**src/rtl/mif_pkg.sv**
```systemverilog
// Package for the MAC interrupt flag and control block.
// Assumes one 250 MHz clock and a word-aligned Avalon-MM slave bus.
package mif_pkg;

  // Byte offsets of the registers
  localparam logic [3:0] OFS_TFC  = 4'h0;
  localparam logic [3:0] OFS_EXT  = 4'h4;
  localparam logic [3:0] OFS_CTRL = 4'h8;

  // Test and features control bit positions
  localparam int TFC_AUTO_PAD  = 11;
  localparam int TFC_USER_CMD  = 7;
  localparam int TFC_USER_FLAG = 6;
  localparam int TFC_RCO_FLAG  = 5;
  localparam int TFC_RCO_MASK  = 4;
  localparam int TFC_TXB_FLAG  = 3;
  localparam int TFC_TXB_MASK  = 2;

  // Extended control bit positions
  localparam int EXT_TOK_DIS = 15;
  localparam int EXT_LT_EN   = 14;

  // Main control bit positions
  localparam int CTRL_GLB_EN  = 0;
  localparam int CTRL_STOP    = 1;
  localparam int CTRL_SW_RST  = 2;
  localparam int CTRL_TX_DONE = 3;
  localparam int CTRL_SUMMARY = 4;

  // Transmit descriptor word one bit positions
  localparam int DESC_PER_FRAME_IRQ = 28;
  localparam int DESC_APPEND_FCS    = 29;

  // Reset values
  localparam logic RST_MASK  = 1'b1;
  localparam logic RST_CLEAR = 1'b0;

  // Flag indices
  localparam int FLAG_N    = 4;
  localparam int FLAG_USER = 0;
  localparam int FLAG_RCO  = 1;
  localparam int FLAG_TXB  = 2;
  localparam int FLAG_TXD  = 3;

  // Shortest frame before padding, in bytes
  localparam logic [10:0] MIN_FRAME_BYTES = 11'd64;

  typedef struct packed {
    logic        begin_pulse;
    logic        done_pulse;
    logic        done_ok;
    logic        disable_transmit_checksum;
    logic [10:0] frame_bytes;
    logic [31:0] transmit_descriptor_word_one;
  } mif_tx_event_t;

endpackage : mif_pkg

```
**src/rtl/mif_flag_cell.sv**
```systemverilog
// One sticky flag: hardware set, host write-one clear, stop clear.
// Assumes synchronous active-low reset on the block clock.
module mif_flag_cell
(
  input  wire logic clk_in,
  input  wire logic rst_n_in,
  input  wire logic set_in,
  input  wire logic clear_in,
  input  wire logic kill_in,
  output logic      flag_out
);

  always_ff @(posedge clk_in)
  begin
    if (!rst_n_in)
      flag_out <= mif_pkg::RST_CLEAR;
    else if (set_in)
      flag_out <= 1'b1; // Event wins over a clear in the same cycle
    else if (clear_in || kill_in)
      flag_out <= 1'b0;
  end

endmodule : mif_flag_cell

```
**src/rtl/mif_top.sv**
```systemverilog
// Interrupt flags, masks and transmit qualifiers of a MAC, Avalon slave.
// Assumes tx and collision events are one-cycle pulses on clk_in.
module mif_top
(
  input  wire logic                   clk_in,
  input  wire logic                   rst_n_in,
  input  wire logic [3:0]             avs_address_in,
  input  wire logic                   avs_read_in,
  input  wire logic                   avs_write_in,
  input  wire logic [31:0]            avs_writedata_in,
  input  wire logic [3:0]             avs_byteenable_in,
  output logic [31:0]                 avs_readdata_out,
  output logic                        avs_waitrequest_out,
  input  wire logic                   rx_coll_wrap_in,
  input  wire mif_pkg::mif_tx_event_t tx_event_in,
  output logic                        tx_pad_out,
  output logic                        tx_append_fcs_out,
  output logic                        irq_output_pin_out,
  output logic                        irq_summary_out
);

  logic                       auto_pad_reg;
  logic                       user_cmd_reg;
  logic                       rco_mask_reg;
  logic                       txb_mask_reg;
  logic                       tok_dis_reg;
  logic                       lt_en_reg;
  logic                       glb_en_reg;
  logic                       stop_reg;
  logic                       srst_reg;
  logic                       user_set_reg;
  logic [mif_pkg::FLAG_N-1:0] flags;
  logic [mif_pkg::FLAG_N-1:0] flag_set;
  logic [mif_pkg::FLAG_N-1:0] flag_clr;
  logic [mif_pkg::FLAG_N-1:0] flag_kill;
  logic [31:0]                be_mask;
  logic [31:0]                wbits;
  logic [31:0]                rdata_next;
  logic                       wr_go;
  logic                       wr_tfc;
  logic                       wr_ext;
  logic                       wr_ctrl;
  logic                       soft_kill;
  logic                       done_set;
  logic                       summary_next;
  logic                       short_frame;

  // Bus handshake: one wait cycle, then a one-cycle answer
  always_ff @(posedge clk_in)
  begin
    if (!rst_n_in)
      avs_waitrequest_out <= 1'b1;
    else
      avs_waitrequest_out <= !((avs_read_in || avs_write_in) &&
                               avs_waitrequest_out);
  end

  assign be_mask = {{8{avs_byteenable_in[3]}}, {8{avs_byteenable_in[2]}},
                    {8{avs_byteenable_in[1]}}, {8{avs_byteenable_in[0]}}};
  assign wbits   = avs_writedata_in & be_mask;
  assign wr_go   = avs_write_in && !avs_waitrequest_out;

  // Address decode; unmapped writes are dropped, reads return zero
  always_comb
  begin
    wr_tfc  = 1'b0;
    wr_ext  = 1'b0;
    wr_ctrl = 1'b0;
    if (avs_address_in == mif_pkg::OFS_TFC)
      wr_tfc = wr_go;
    else if (avs_address_in == mif_pkg::OFS_EXT)
      wr_ext = wr_go;
    else if (avs_address_in == mif_pkg::OFS_CTRL)
      wr_ctrl = wr_go;
  end

  always_comb
  begin
    rdata_next = 32'h0000_0000; // Reserved bits read as zero
    if (avs_address_in == mif_pkg::OFS_TFC)
    begin
      rdata_next[mif_pkg::TFC_AUTO_PAD]  = auto_pad_reg;
      rdata_next[mif_pkg::TFC_USER_CMD]  = user_cmd_reg;
      rdata_next[mif_pkg::TFC_USER_FLAG] = flags[mif_pkg::FLAG_USER];
      rdata_next[mif_pkg::TFC_RCO_FLAG]  = flags[mif_pkg::FLAG_RCO];
      rdata_next[mif_pkg::TFC_RCO_MASK]  = rco_mask_reg;
      rdata_next[mif_pkg::TFC_TXB_FLAG]  = flags[mif_pkg::FLAG_TXB];
      rdata_next[mif_pkg::TFC_TXB_MASK]  = txb_mask_reg;
    end
    else if (avs_address_in == mif_pkg::OFS_EXT)
    begin
      rdata_next[mif_pkg::EXT_TOK_DIS] = tok_dis_reg;
      rdata_next[mif_pkg::EXT_LT_EN]   = lt_en_reg;
    end
    else if (avs_address_in == mif_pkg::OFS_CTRL)
    begin
      rdata_next[mif_pkg::CTRL_GLB_EN]  = glb_en_reg;
      rdata_next[mif_pkg::CTRL_TX_DONE] = flags[mif_pkg::FLAG_TXD];
      rdata_next[mif_pkg::CTRL_SUMMARY] = irq_summary_out;
    end
  end

  // Read data is loaded as waitrequest falls and held until the next one
  always_ff @(posedge clk_in)
  begin
    if (!rst_n_in)
      avs_readdata_out <= 32'h0000_0000;
    else if (avs_read_in && avs_waitrequest_out)
      avs_readdata_out <= rdata_next;
  end

  // Stop and software reset are one-cycle commands
  always_ff @(posedge clk_in)
  begin
    if (!rst_n_in)
    begin
      stop_reg <= 1'b0;
      srst_reg <= 1'b0;
    end
    else
    begin
      stop_reg <= wr_ctrl && wbits[mif_pkg::CTRL_STOP];
      srst_reg <= wr_ctrl && wbits[mif_pkg::CTRL_SW_RST];
    end
  end

  assign soft_kill = stop_reg || srst_reg;

  always_ff @(posedge clk_in)
  begin
    if (!rst_n_in || srst_reg)
      glb_en_reg <= mif_pkg::RST_CLEAR;
    else if (wr_ctrl && be_mask[mif_pkg::CTRL_GLB_EN])
      glb_en_reg <= wbits[mif_pkg::CTRL_GLB_EN];
  end

  // Masks and qualifiers survive stop; only resets touch them
  always_ff @(posedge clk_in)
  begin
    if (!rst_n_in || srst_reg)
    begin
      rco_mask_reg <= mif_pkg::RST_MASK;
      txb_mask_reg <= mif_pkg::RST_MASK;
      auto_pad_reg <= mif_pkg::RST_CLEAR;
    end
    else if (wr_tfc)
    begin
      if (be_mask[mif_pkg::TFC_RCO_MASK])
        rco_mask_reg <= wbits[mif_pkg::TFC_RCO_MASK];
      if (be_mask[mif_pkg::TFC_TXB_MASK])
        txb_mask_reg <= wbits[mif_pkg::TFC_TXB_MASK];
      if (be_mask[mif_pkg::TFC_AUTO_PAD])
        auto_pad_reg <= wbits[mif_pkg::TFC_AUTO_PAD];
    end
  end

  always_ff @(posedge clk_in)
  begin
    if (!rst_n_in || srst_reg)
    begin
      tok_dis_reg <= mif_pkg::RST_CLEAR;
      lt_en_reg   <= mif_pkg::RST_CLEAR;
    end
    else if (wr_ext)
    begin
      if (be_mask[mif_pkg::EXT_TOK_DIS])
        tok_dis_reg <= wbits[mif_pkg::EXT_TOK_DIS];
      if (be_mask[mif_pkg::EXT_LT_EN])
        lt_en_reg <= wbits[mif_pkg::EXT_LT_EN];
    end
  end

  // A one on the user flag also drops the command, even if set alongside
  always_ff @(posedge clk_in)
  begin
    if (!rst_n_in || soft_kill)
      user_cmd_reg <= mif_pkg::RST_CLEAR;
    else if (wr_tfc && wbits[mif_pkg::TFC_USER_FLAG])
      user_cmd_reg <= 1'b0;
    else if (wr_tfc && be_mask[mif_pkg::TFC_USER_CMD])
      user_cmd_reg <= wbits[mif_pkg::TFC_USER_CMD];
  end

  always_ff @(posedge clk_in)
  begin
    if (!rst_n_in)
      user_set_reg <= 1'b0;
    else
      user_set_reg <= wr_tfc && wbits[mif_pkg::TFC_USER_CMD] &&
                      !wbits[mif_pkg::TFC_USER_FLAG];
  end

  // Done flag: descriptor bit rules when last-tx enable is on
  always_comb
  begin
    done_set = 1'b0;
    if (tx_event_in.done_pulse)
    begin
      if (lt_en_reg)
        done_set = tx_event_in.transmit_descriptor_word_one
                   [mif_pkg::DESC_PER_FRAME_IRQ];
      else
        done_set = !tx_event_in.done_ok || !tok_dis_reg;
    end
  end

  assign flag_set[mif_pkg::FLAG_USER]  = user_set_reg;
  assign flag_set[mif_pkg::FLAG_RCO]   = rx_coll_wrap_in;
  assign flag_set[mif_pkg::FLAG_TXB]   = tx_event_in.begin_pulse;
  assign flag_set[mif_pkg::FLAG_TXD]   = done_set;
  assign flag_clr[mif_pkg::FLAG_USER]  = wr_tfc &&
                                         wbits[mif_pkg::TFC_USER_FLAG];
  assign flag_clr[mif_pkg::FLAG_RCO]   = wr_tfc &&
                                         wbits[mif_pkg::TFC_RCO_FLAG];
  assign flag_clr[mif_pkg::FLAG_TXB]   = wr_tfc &&
                                         wbits[mif_pkg::TFC_TXB_FLAG];
  assign flag_clr[mif_pkg::FLAG_TXD]   = wr_ctrl &&
                                         wbits[mif_pkg::CTRL_TX_DONE];
  assign flag_kill[mif_pkg::FLAG_USER] = soft_kill;
  assign flag_kill[mif_pkg::FLAG_RCO]  = soft_kill;
  assign flag_kill[mif_pkg::FLAG_TXB]  = soft_kill;
  assign flag_kill[mif_pkg::FLAG_TXD]  = soft_kill;

  // Write-one clears the indicators, writes of zero leave them
  genvar gi;
  generate
    for (gi = 0; gi < mif_pkg::FLAG_N; gi++)
    begin : g_flag
      mif_flag_cell u_cell
      (
        .clk_in   (clk_in),
        .rst_n_in (rst_n_in),
        .set_in   (flag_set[gi]),
        .clear_in (flag_clr[gi]),
        .kill_in  (flag_kill[gi]),
        .flag_out (flags[gi])
      );
    end
  endgenerate

  // Done flag has no mask here; its own enable lives elsewhere
  assign summary_next = user_cmd_reg ||
    (flags[mif_pkg::FLAG_USER]) ||
    (flags[mif_pkg::FLAG_RCO] && !rco_mask_reg) ||
    (flags[mif_pkg::FLAG_TXB] && !txb_mask_reg) ||
    flags[mif_pkg::FLAG_TXD];

  always_ff @(posedge clk_in)
  begin
    if (!rst_n_in)
    begin
      irq_summary_out    <= 1'b0;
      irq_output_pin_out <= 1'b0;
    end
    else
    begin
      irq_summary_out    <= summary_next;
      irq_output_pin_out <= summary_next && glb_en_reg;
    end
  end

  // Pad and checksum choice latched at frame start
  assign short_frame = tx_event_in.frame_bytes < mif_pkg::MIN_FRAME_BYTES;

  always_ff @(posedge clk_in)
  begin
    if (!rst_n_in)
    begin
      tx_pad_out        <= 1'b0;
      tx_append_fcs_out <= 1'b0;
    end
    else if (tx_event_in.begin_pulse)
    begin
      tx_pad_out        <= auto_pad_reg && short_frame;
      tx_append_fcs_out <= (auto_pad_reg && short_frame) ||
        tx_event_in.transmit_descriptor_word_one
          [mif_pkg::DESC_APPEND_FCS] ||
        !tx_event_in.disable_transmit_checksum;
    end
  end
endmodule : mif_top

```
**config.mk**
```make
export PLATFORM = sky130hd
export DESIGN_NAME = mif_top
export DESIGN_NICKNAME = d
export VERILOG_FILES = /design/src/rtl/mif_pkg.sv /design/src/rtl/mif_flag_cell.sv /design/src/rtl/mif_top.sv
export SDC_FILE = /design/constraint.sdc
export NUM_CORES = 1
export LEC_CHECK = 0
export ABC_AREA = 1
export BUFFER_PORTS_ARGS = -buffer_cell sky130_fd_sc_hd__buf_2
export CORE_ASPECT_RATIO = 1.5
export CORE_UTILIZATION = 35
export CTS_CLUSTER_DIAMETER = 120
export DETAILED_ROUTE_END_ITERATION = 6
export PLACE_DENSITY = 0.76
export SLEW_MARGIN = 20
export SYNTH_ARGS = -nofsm -noshare
export SYNTH_HDL_FRONTEND = slang
export SYNTH_SLANG_ARGS = --single-unit
```
**constraint.sdc**
```tcl
create_clock -name clk_in -period 2.25 [get_ports clk_in]
set_input_delay 0.225 -clock clk_in [delete_from_list [all_inputs] [get_ports clk_in]]
set_output_delay 0.225 -clock clk_in [all_outputs]
set_load 0.005 [all_outputs]
```
==> results.ini, run 1 <==
[run_status]
status = finished clean

[final_layout]
final_common_cell = buf_2
finalNonFillerCells = 290
postLayoutCoreUtil = 0.440
largest-register = avs_readdata_out
antennaDiodeCount = 0
top_regs = avs_readdata_out x10, g_flag.u_cell.flag_out x4
drive_above_1_share = 0.290
nets = 336
layout_common_cells = buf_2, nand2_1, dfxtp_1
largest_reg_flops = 10
area_growth_pct = 19.9

[detailed_routing]
wirelength_um = 3050
ant_nets = 0
routed_wire_length_per_instance_um = 10.5
drt_iter0_markers = 33
vias_per_cell = 4.53
num_vias = 1313
firstDrtPassIters = 4
drc = 0

[clock_network]
ctsRootBufferMaster = clkbuf_8
postCtsResizedCells = 0
numClockSinks = 29
post_cts_buffers = 0
cts_max_path_buffers = 2
h-tree-depth = 2
cts.hold.buffers_added = 0
tritoncts = built
clk_pin_slew_ns = 0.06
cts_made_buffers = 5
clock_latency_ns = 0.29

[floorplan]
rows = 28
die_area_sq_mm = 0.00441
core-area_sq_mm = 0.00396
pin_count = 129
die_w_um = 54.6
initial_utilization = 0.367
die_h_um = 80.9

[logic_synthesis]
synthesis.area_sq_mm = 0.00145
avgSynthCellArea_sq_um = 7.44
synth_cell_types = 27
yosysWarnings = 0
synth-seq-cells = 29
yosysSeqAreaShare = 0.400
netlist_instances = 195

[global_route]
grt_max_degree = 21
antenna_found_initial = 0
grt_usage = 0.156
grt_remaining_overflow = 0
grt_pass1_wl_um = 4810
grt_pass1_vias = 1155

[setup_path]
arrival_ns = 1.46
critPathRequiredTime_ns = 2.44
critPathCaptureType = flop
cp-start-kind = flop
worstSetupPathType = reg -> reg
crit_fanout = 20

[sta]
fmax_ghz = 0.787
fin_crit_ns = 1.27
maxSlewViolCount = 0
fin_crit_sh = 0.565
hold_viol = 0
tns_ns = 0
clock_skew_ns = 0.00381
grt_setup_unrepaired = false
setup_viol = 0
fin_ws_ns = 0.980

[place]
place_ws_ns = 0.980
io_buffers = 47
place_inst = 282
gp_congestion = 0.779
dpl.hpwl_um = 2430

[hold_path]
hold_path_class = in -> reg

[power_and_ir_drop]
p_total_uw = 1160
vdd_drop_max_mv = 0.439
power.density_mw_per_mm2 = 669
power_leakage_uw = 0.000926

[run]
maxCapViolations = 0

worst max-delay path: stages, from the launching register on:
cell     delay (ns)
dfxtp_1        0.37
nand2_1        0.06
inv_1          0.37
o21ai_0        0.15
o21ai_0        0.16
inv_1          0.05
synthesized netlist by cell type:
| cell | instances | share of area |
|---|---|---|
| nand2_1 | 29 | 0.075 |
| o21ai_0 | 16 | 0.055 |
| buf_2 | 5 | 0.017 |
| nand3_1 | 8 | 0.028 |
| nor3_2 | 1 | 0.0069 |
| nand3_2 | 1 | 0.0069 |
| a21oi_1 | 14 | 0.048 |
| inv_1 | 24 | 0.062 |
| nor2_1 | 21 | 0.054 |
| nor2_2 | 2 | 0.0086 |
| o211ai_2 | 1 | 0.0086 |
| nor4_1 | 1 | 0.0043 |
| nor3b_1 | 1 | 0.0052 |
| dfxtp_1 | 29 | 0.40 |
| nor2_8 | 1 | 0.014 |
| nor3_1 | 3 | 0.010 |
| o211ai_1 | 2 | 0.010 |
| buf_4 | 22 | 0.11 |
| nand2_4 | 2 | 0.016 |
| inv_2 | 1 | 0.0026 |
| o21ai_1 | 1 | 0.0034 |
| a21oi_2 | 1 | 0.0060 |
| nand4_1 | 3 | 0.013 |
| nor2_4 | 2 | 0.016 |
| or2_2 | 1 | 0.0043 |
| conb_1 | 1 | 0.0026 |
| nand2_2 | 2 | 0.0086 |
path summary, 6_finish.rpt:
kind	startpoint	end	slack [ns]	cells after the start
hold / removal	avs_writedata_in[14]	lt_en_reg	0.16	3
hold reg to reg	user_set_reg	g_flag[0].u_cell.flag_out	0.42	2
setup reg to reg	avs_waitrequest_out	avs_readdata_out[3]	0.98	5
setup / recovery	avs_waitrequest_out	avs_readdata_out[3]	0.98	5
final cells by class:
type / instances / area [sq um]
Fill cell: 451 / 2220
Clock buffer: 7 / 96.3
Inverter: 25 / 93.8
Clock inverter: 1 / 5.00
Multi-Input combinational cell: 135 / 666
Sequential cell: 29 / 581
Tap cell: 45 / 56.3
Timing Repair Buffer: 48 / 243
cell families (layout without fill, tap and decap cells):
logic type,count (synthesis),count (layout),synth area share
other cells,1,22,0.00258
compound gates,35,35,0.132
flops,29,29,0.400
buf+inv,52,81,0.196
simple gates,78,78,0.270
power breakdown:
part | leakage [uW] | internal (uW) | total [uW] | switching (uW)
Combinational | 0.000634 | 54.6 | 135 | 80.9
Sequential | 0.000238 | 535 | 545 | 9.70
Clock | 0.0000542 | 276 | 484 | 208
Total | 0.000926 | 866 | 1160 | 299
per-layer routing:
metal	share of wire	vias to the layer above	wire length, um	GRT usage
li1	-	671	-	-
met2	0.54	41	1650	0.277
met1	0.38	592	1150	0.145
met5	0	-	0	0
met4	0.035	0	108	0.103
met3	0.043	9	130	0.0449
per-stage QoR:
stage	area [sq um]	hold WS, ns
floorplan	1530	0.318
global placement	1640	0.409
detailed placement	1640	0.413
CTS	1740	0.163
global route	1740	0.181
finish	1740	0.164
No activity file was read; power rests on OpenSTA's default activity.
==> inputs of run 2 (changes only) <==
CORE_UTILIZATION = 34   (was 35)
PLACE_DENSITY = 0.77   (was 0.76)
clock period = 1.1 ns   (was 2.25 ns; I/O delays follow)
==> results.ini, run 2 (synthesis gave the netlist of run 1 again) <==
[place]
place_inst = 285  ; +1.1%
io_buffers = 47  ; unchanged
dpl.hpwl_um = 2400  ; -0.97%
place_ws_ns = 0.0169  ; -0.963 ns
gp_congestion = 0.770  ; -1.1%

[floorplan]
die_h_um = 82.0  ; +1.4%
core-area_sq_mm = 0.00403  ; +1.8%
die_area_sq_mm = 0.00454  ; +2.8%
pin_count = 129  ; unchanged
die_w_um = 55.3  ; +1.4%
rows = 28  ; unchanged
initial_utilization = 0.360  ; -0.00638

[sta]
fin_hold_ws_ns = 0.0554  ; -0.108 ns
setup_viol = 0  ; unchanged
clock_skew_ns = 0.00541  ; +0.00160 ns
fin_crit_ns = 1.05  ; -0.223 ns
fin_crit_sh = 0.953  ; +0.388
maxSlewViolCount = 0  ; unchanged
fin_ws_ns = 0.0521  ; -0.927 ns
fmax_ghz = 0.954  ; +21%
hold_viol = 0  ; unchanged

[power_and_ir_drop]
power_leakage_uw = 0.000943  ; +1.8%
p_comb_frac = 0.127  ; +0.011
p_total_uw = 2370  ; +100%
internal_power_uw = 1790  ; +110%
vdd_drop_max_mv = 0.697  ; +59%
power.density_mw_per_mm2 = 1330  ; +98%
pwr-share-clk = 0.402  ; -0.014
seqPwrFrac = 0.471  ; +0.003
power_switching_share = 0.246  ; -0.0106
p_sw_uw = 583  ; +95%

[clock_network]
clk_pin_slew_ns = 0.06  ; about the same
cts_made_buffers = 5  ; unchanged
cts_max_path_buffers = 2  ; unchanged
h-tree-depth = 2  ; unchanged
tritoncts = built
ctsRootBufferMaster = clkbuf_8
post_cts_buffers = 0  ; unchanged
clock_latency_ns = 0.28  ; about the same
numClockSinks = 29  ; unchanged

[global_route]
grt_pass1_wl_um = 5180  ; +7.6%
grt_max_degree = 14  ; -33%
antenna_found_initial = 0  ; unchanged
grt_pass1_vias = 1205  ; +4.3%
grt_remaining_overflow = 0  ; unchanged
grt_usage = 0.148  ; -0.00786

[setup_path]
arrival_ns = 1.19  ; -0.27 ns
cp-start-kind = flop
critPathCaptureType = flop
worstSetupPathType = reg -> reg
critPathRequiredTime_ns = 1.24  ; -1.20 ns
crit_fanout = 7  ; -65%

[final_layout]
postLayoutCoreUtil = 0.444  ; +0.00447
antennaDiodeCount = 0  ; unchanged
drive_above_1_share = 0.319  ; +0.0288
final_common_cell = buf_2
nets = 339  ; +0.89%
top_regs = avs_readdata_out x10, g_flag.u_cell.flag_out x4
largest-register = avs_readdata_out
layout_common_cells = buf_2, nand2_1, dfxtp_1
area_growth_pct = 23.3
finalNonFillerCells = 293  ; +1.0%
largest_reg_flops = 10  ; unchanged

[run_status]
status = finished clean

[detailed_routing]
drt_iter0_markers = 20  ; -39%
drc = 0  ; unchanged
routed_wire_length_per_instance_um = 10.5  ; about the same
num_vias = 1303  ; -0.76%
ant_nets = 0  ; unchanged
vias_per_cell = 4.45  ; -1.8%
wirelength_um = 3080  ; +0.99%
firstDrtPassIters = 4  ; unchanged

[run]
maxCapViolations = 0  ; unchanged

[hold_path]
hold_path_class = in -> reg

==> run 2: power by group through the flow <==
stage / clock network (uW) / registers, uW / logic (uW)
2_1_floorplan: 0 / 1140 / 208
3_3_place_gp: 0 / 1140 / 292
3_5_place_dp: 0 / 1140 / 297
4_1_cts: 978 / 1120 / 300
5_1_grt: 1040 / 1120 / 343
6_report: 954 / 1120 / 302
==> run 2: layout make-up <==
class	instances	area [sq um]
well taps	45	56.3
clock inverters	1	5.00
flip-flops and latches	29	582
clock buffers	7	96.3
multi-input cells	135	676
repair buffers	51	278
inverters	25	96.3
fillers	403	2240
==> run 2: critical path, cell delays in order (launching register included) <==
cell and delay, ns:
dfxtp_2 0.34, inv_2 0.06, nand2_4 0.08, nor2_8 0.15, nand2_2 0.10, nand2_1 0.10
o211ai_2 0.08
==> run 2: through the flow <==
| stage | TNS [ns] | cell area, sq um |
|---|---|---|
| 3_3_place_gp | 0 | 1670 |
| 4_1_cts | 0 | 1780 |
| 5_1_grt | -0.0112 | 1790 |
| 2_1_floorplan | 0 | 1530 |
| 6_report | 0 | 1790 |
| 3_5_place_dp | 0 | 1670 |
==> run 2: repair_timing <==
| action | 4_1_cts | 5_1_grt |
|---|---|---|
| hold buffers | 0 | 0 |
| resized for setup | 0 | 7 |
| setup endpoints to repair | 0 | 9 |
==> run 2: path summary, 6_finish.rpt <==
path / depth (start not counted) / startpoint / endpoint / slack [ns]
hold reg to reg: 2 / user_set_reg / g_flag[0].u_cell.flag_out / 0.43
hold / removal: 2 / tx_event_in[46] / tx_pad_out / 0.06
setup reg to reg: 6 / avs_waitrequest_out / txb_mask_reg / 0.05
setup / recovery: 6 / avs_waitrequest_out / txb_mask_reg / 0.05
==> run 2: metal layers <==
layer | wire length (um) | share of wire | GRT usage
met5 | 0 | 0 | 0
met4 | 59 | 0.019 | 0.0675
met3 | 168 | 0.055 | 0.0441
met2 | 1610 | 0.52 | 0.277
met1 | 1240 | 0.40 | 0.151
==> inputs of run 3 (changes only) <==
ABC_AREA = default   (was 1)
CORE_UTILIZATION = 33   (was 34)
CTS_CLUSTER_DIAMETER = default   (was 120)
PLACE_DENSITY = 0.76   (was 0.77)
SLEW_MARGIN = default   (was 20)
==> results.ini, run 3 <==
[run_status]
status = complete, but fails checks
violations = setup timing

[logic_synthesis]
synthTopCellsByCount = dfxtp_1, buf_4, nand3_1, a21oi_1, nand2_1
ys_async_sr_fraction = 0  ; unchanged
yosysWarnings = 0  ; unchanged
yosysSeqAreaShare = 0.421  ; +0.0211
avgSynthCellArea_sq_um = 8.62  ; +16%
synth_top_cell_area_share = 0.421  ; +0.0211
synth-seq-cells = 29  ; unchanged
synthesis.area_sq_mm = 0.00138  ; -5.0%
synthTopCellsByArea = dfxtp_1, buf_4, nand3_1, a21oi_1, o21ai_0
netlist_instances = 160  ; -18%
synth_top_cell_by_area = dfxtp_1
ys.flop_type = dfxtp_1
synth_cell_types = 35  ; +30%
synth_most_common_cell = dfxtp_1
synth_edf_count = 0  ; unchanged

[sta]
fin_crit_ns = 1.20  ; +0.147 ns
fin_crit_sh = 1.09  ; +0.134
fmax_ghz = 0.837  ; -12%
hold_viol = 0  ; unchanged
maxSlewViolCount = 0  ; unchanged
clock_skew_ns = 0.00353  ; -0.00188 ns
grt_setup_unrepaired = true
fin_ws_ns = -0.0950  ; -0.147 ns
setup_viol = 11  ; +11
tns_ns = -0.520  ; -0.520 ns

[power_and_ir_drop]
p_total_uw = 2310  ; -2.6%
vdd_drop_max_mv = 0.650  ; -6.8%
power_leakage_uw = 0.000841  ; -11%
power.density_mw_per_mm2 = 1260  ; -5.3%

[place]
gp_congestion = 0.817  ; +6.2%
io_buffers = 47  ; unchanged
place_inst = 262  ; -8.1%
dpl.hpwl_um = 2650  ; +10%

[setup_path]
crit_fanout = 7  ; unchanged
critPathRequiredTime_ns = 1.27  ; +0.03 ns
worstSetupPathType = reg -> reg
arrival_ns = 1.36  ; +0.17 ns
critPathCaptureType = flop
cp-start-kind = flop
ff2ff_setup_slack_ns = -0.1  ; -0.15 ns

[final_layout]
largest-register = avs_readdata_out
antennaDiodeCount = 0  ; unchanged
top_regs = avs_readdata_out x10, g_flag.u_cell.flag_out x4
postLayoutCoreUtil = 0.465  ; +0.0208
largest_reg_flops = 10  ; unchanged
area_growth_pct = 33.5
finalNonFillerCells = 274  ; -6.5%
nets = 320  ; -5.6%
layout_common_cells = buf_2, dfxtp_1, conb_1
final_common_cell = buf_2
drive_above_1_share = 0.367  ; +0.0483

[clock_network]
tritoncts = built
numClockSinks = 29  ; unchanged
cts_max_path_buffers = 2  ; unchanged
clock_latency_ns = 0.28  ; about the same
clk_pin_slew_ns = 0.06  ; about the same
cts_made_buffers = 5  ; unchanged
h-tree-depth = 2  ; unchanged
ctsRootBufferMaster = clkbuf_8
cts.hold.buffers_added = 0  ; unchanged

[floorplan]
die_w_um = 54.8  ; -1.0%
initial_utilization = 0.348  ; -0.0120
die_h_um = 81.2  ; -1.0%
core-area_sq_mm = 0.00396  ; -1.7%
die_area_sq_mm = 0.00445  ; -2.1%
pin_count = 129  ; unchanged
rows = 28  ; unchanged

[detailed_routing]
vias_per_cell = 5.02  ; +13%
drc = 0  ; unchanged
drt_iter0_markers = 31  ; +55%
firstDrtPassIters = 4  ; unchanged
routed_wire_length_per_instance_um = 12.2  ; +17%
ant_nets = 0  ; unchanged
wirelength_um = 3350  ; +9.0%
num_vias = 1375  ; +5.5%

[run]
maxCapViolations = 0  ; unchanged

[hold_path]
hold_path_class = in -> reg

[global_route]
grt_remaining_overflow = 0  ; unchanged
grt_usage = 0.164  ; +0.0160
grt_max_degree = 11  ; -3
grt_pass1_wl_um = 5200  ; +0.39%
antenna_found_initial = 0  ; unchanged
grt_pass1_vias = 1191  ; -1.2%

==> run 3: final timing paths <==
path | start | end | cells past startpoint
worst max-delay path | avs_waitrequest_out | rco_mask_reg | 4
worst max register to register | avs_waitrequest_out | rco_mask_reg | 4
worst min register to register | avs_readdata_out[11] | avs_readdata_out[11] | 2
worst min-delay path | avs_writedata_in[5] | g_flag[1].u_cell.flag_out | 2
==> run 3: where the power goes <==
part,internal [uW],switching (uW)
sequential,1070,14.7
combinational,124,144
clock,564,392
==> run 3: timing repair <==
action,CTS,global route
setup buffers,3,1
gates resized for setup,4,6
pin swaps,3,4
setup endpoints to repair,2,17
==> run 3: metal layers <==
metal,track usage,share of wire,vias up
li1,-,-,669
met1,0.169,0.39,624
met2,0.276,0.50,69
met3,0.0506,0.074,13
met4,0.100,0.032,0
met5,0,0,-
==> run 3: final cells by class <==
type                    instances  area [sq um]
well taps                      45          56.3
inverters                       4          15.0
flip-flops and latches         29           582
clock buffers                   7          96.3
multi-input cells             122           708
repair buffers                 66           378
fillers                       416          2120
clock inverters                 1          5.00
==> run 3: worst max-delay path, stage by stage (launching register included) <==
cell,delay [ns]
dfxtp_2,0.32
nand3b_1,0.33
buf_4,0.24
o21ai_1,0.11
nand3_1,0.08
==> run 3: through the flow <==
| stage | setup slack, ns | hold slack [ns] | cell area, sq um |
|---|---|---|---|
| after floorplan | -0.0414 | 0.226 | 1460 |
| after global placement | -0.172 | 0.312 | 1670 |
| after detailed placement | -0.203 | 0.329 | 1670 |
| after CTS | -0.0545 | 0.0308 | 1810 |
| after global routing | -0.138 | 0.0248 | 1840 |
| final | -0.0950 | 0.0351 | 1840 |
==> run 3: cell families (layout without fill, tap and decap cells) <==
group           Yosys count  in the layout  share of synthesized area
compound gates           34             34                      0.141
other cells               1             22                    0.00272
mux                       2              2                     0.0145
buf+inv                  30             78                      0.147
simple gates             64             64                      0.274
flops                    29             29                      0.421
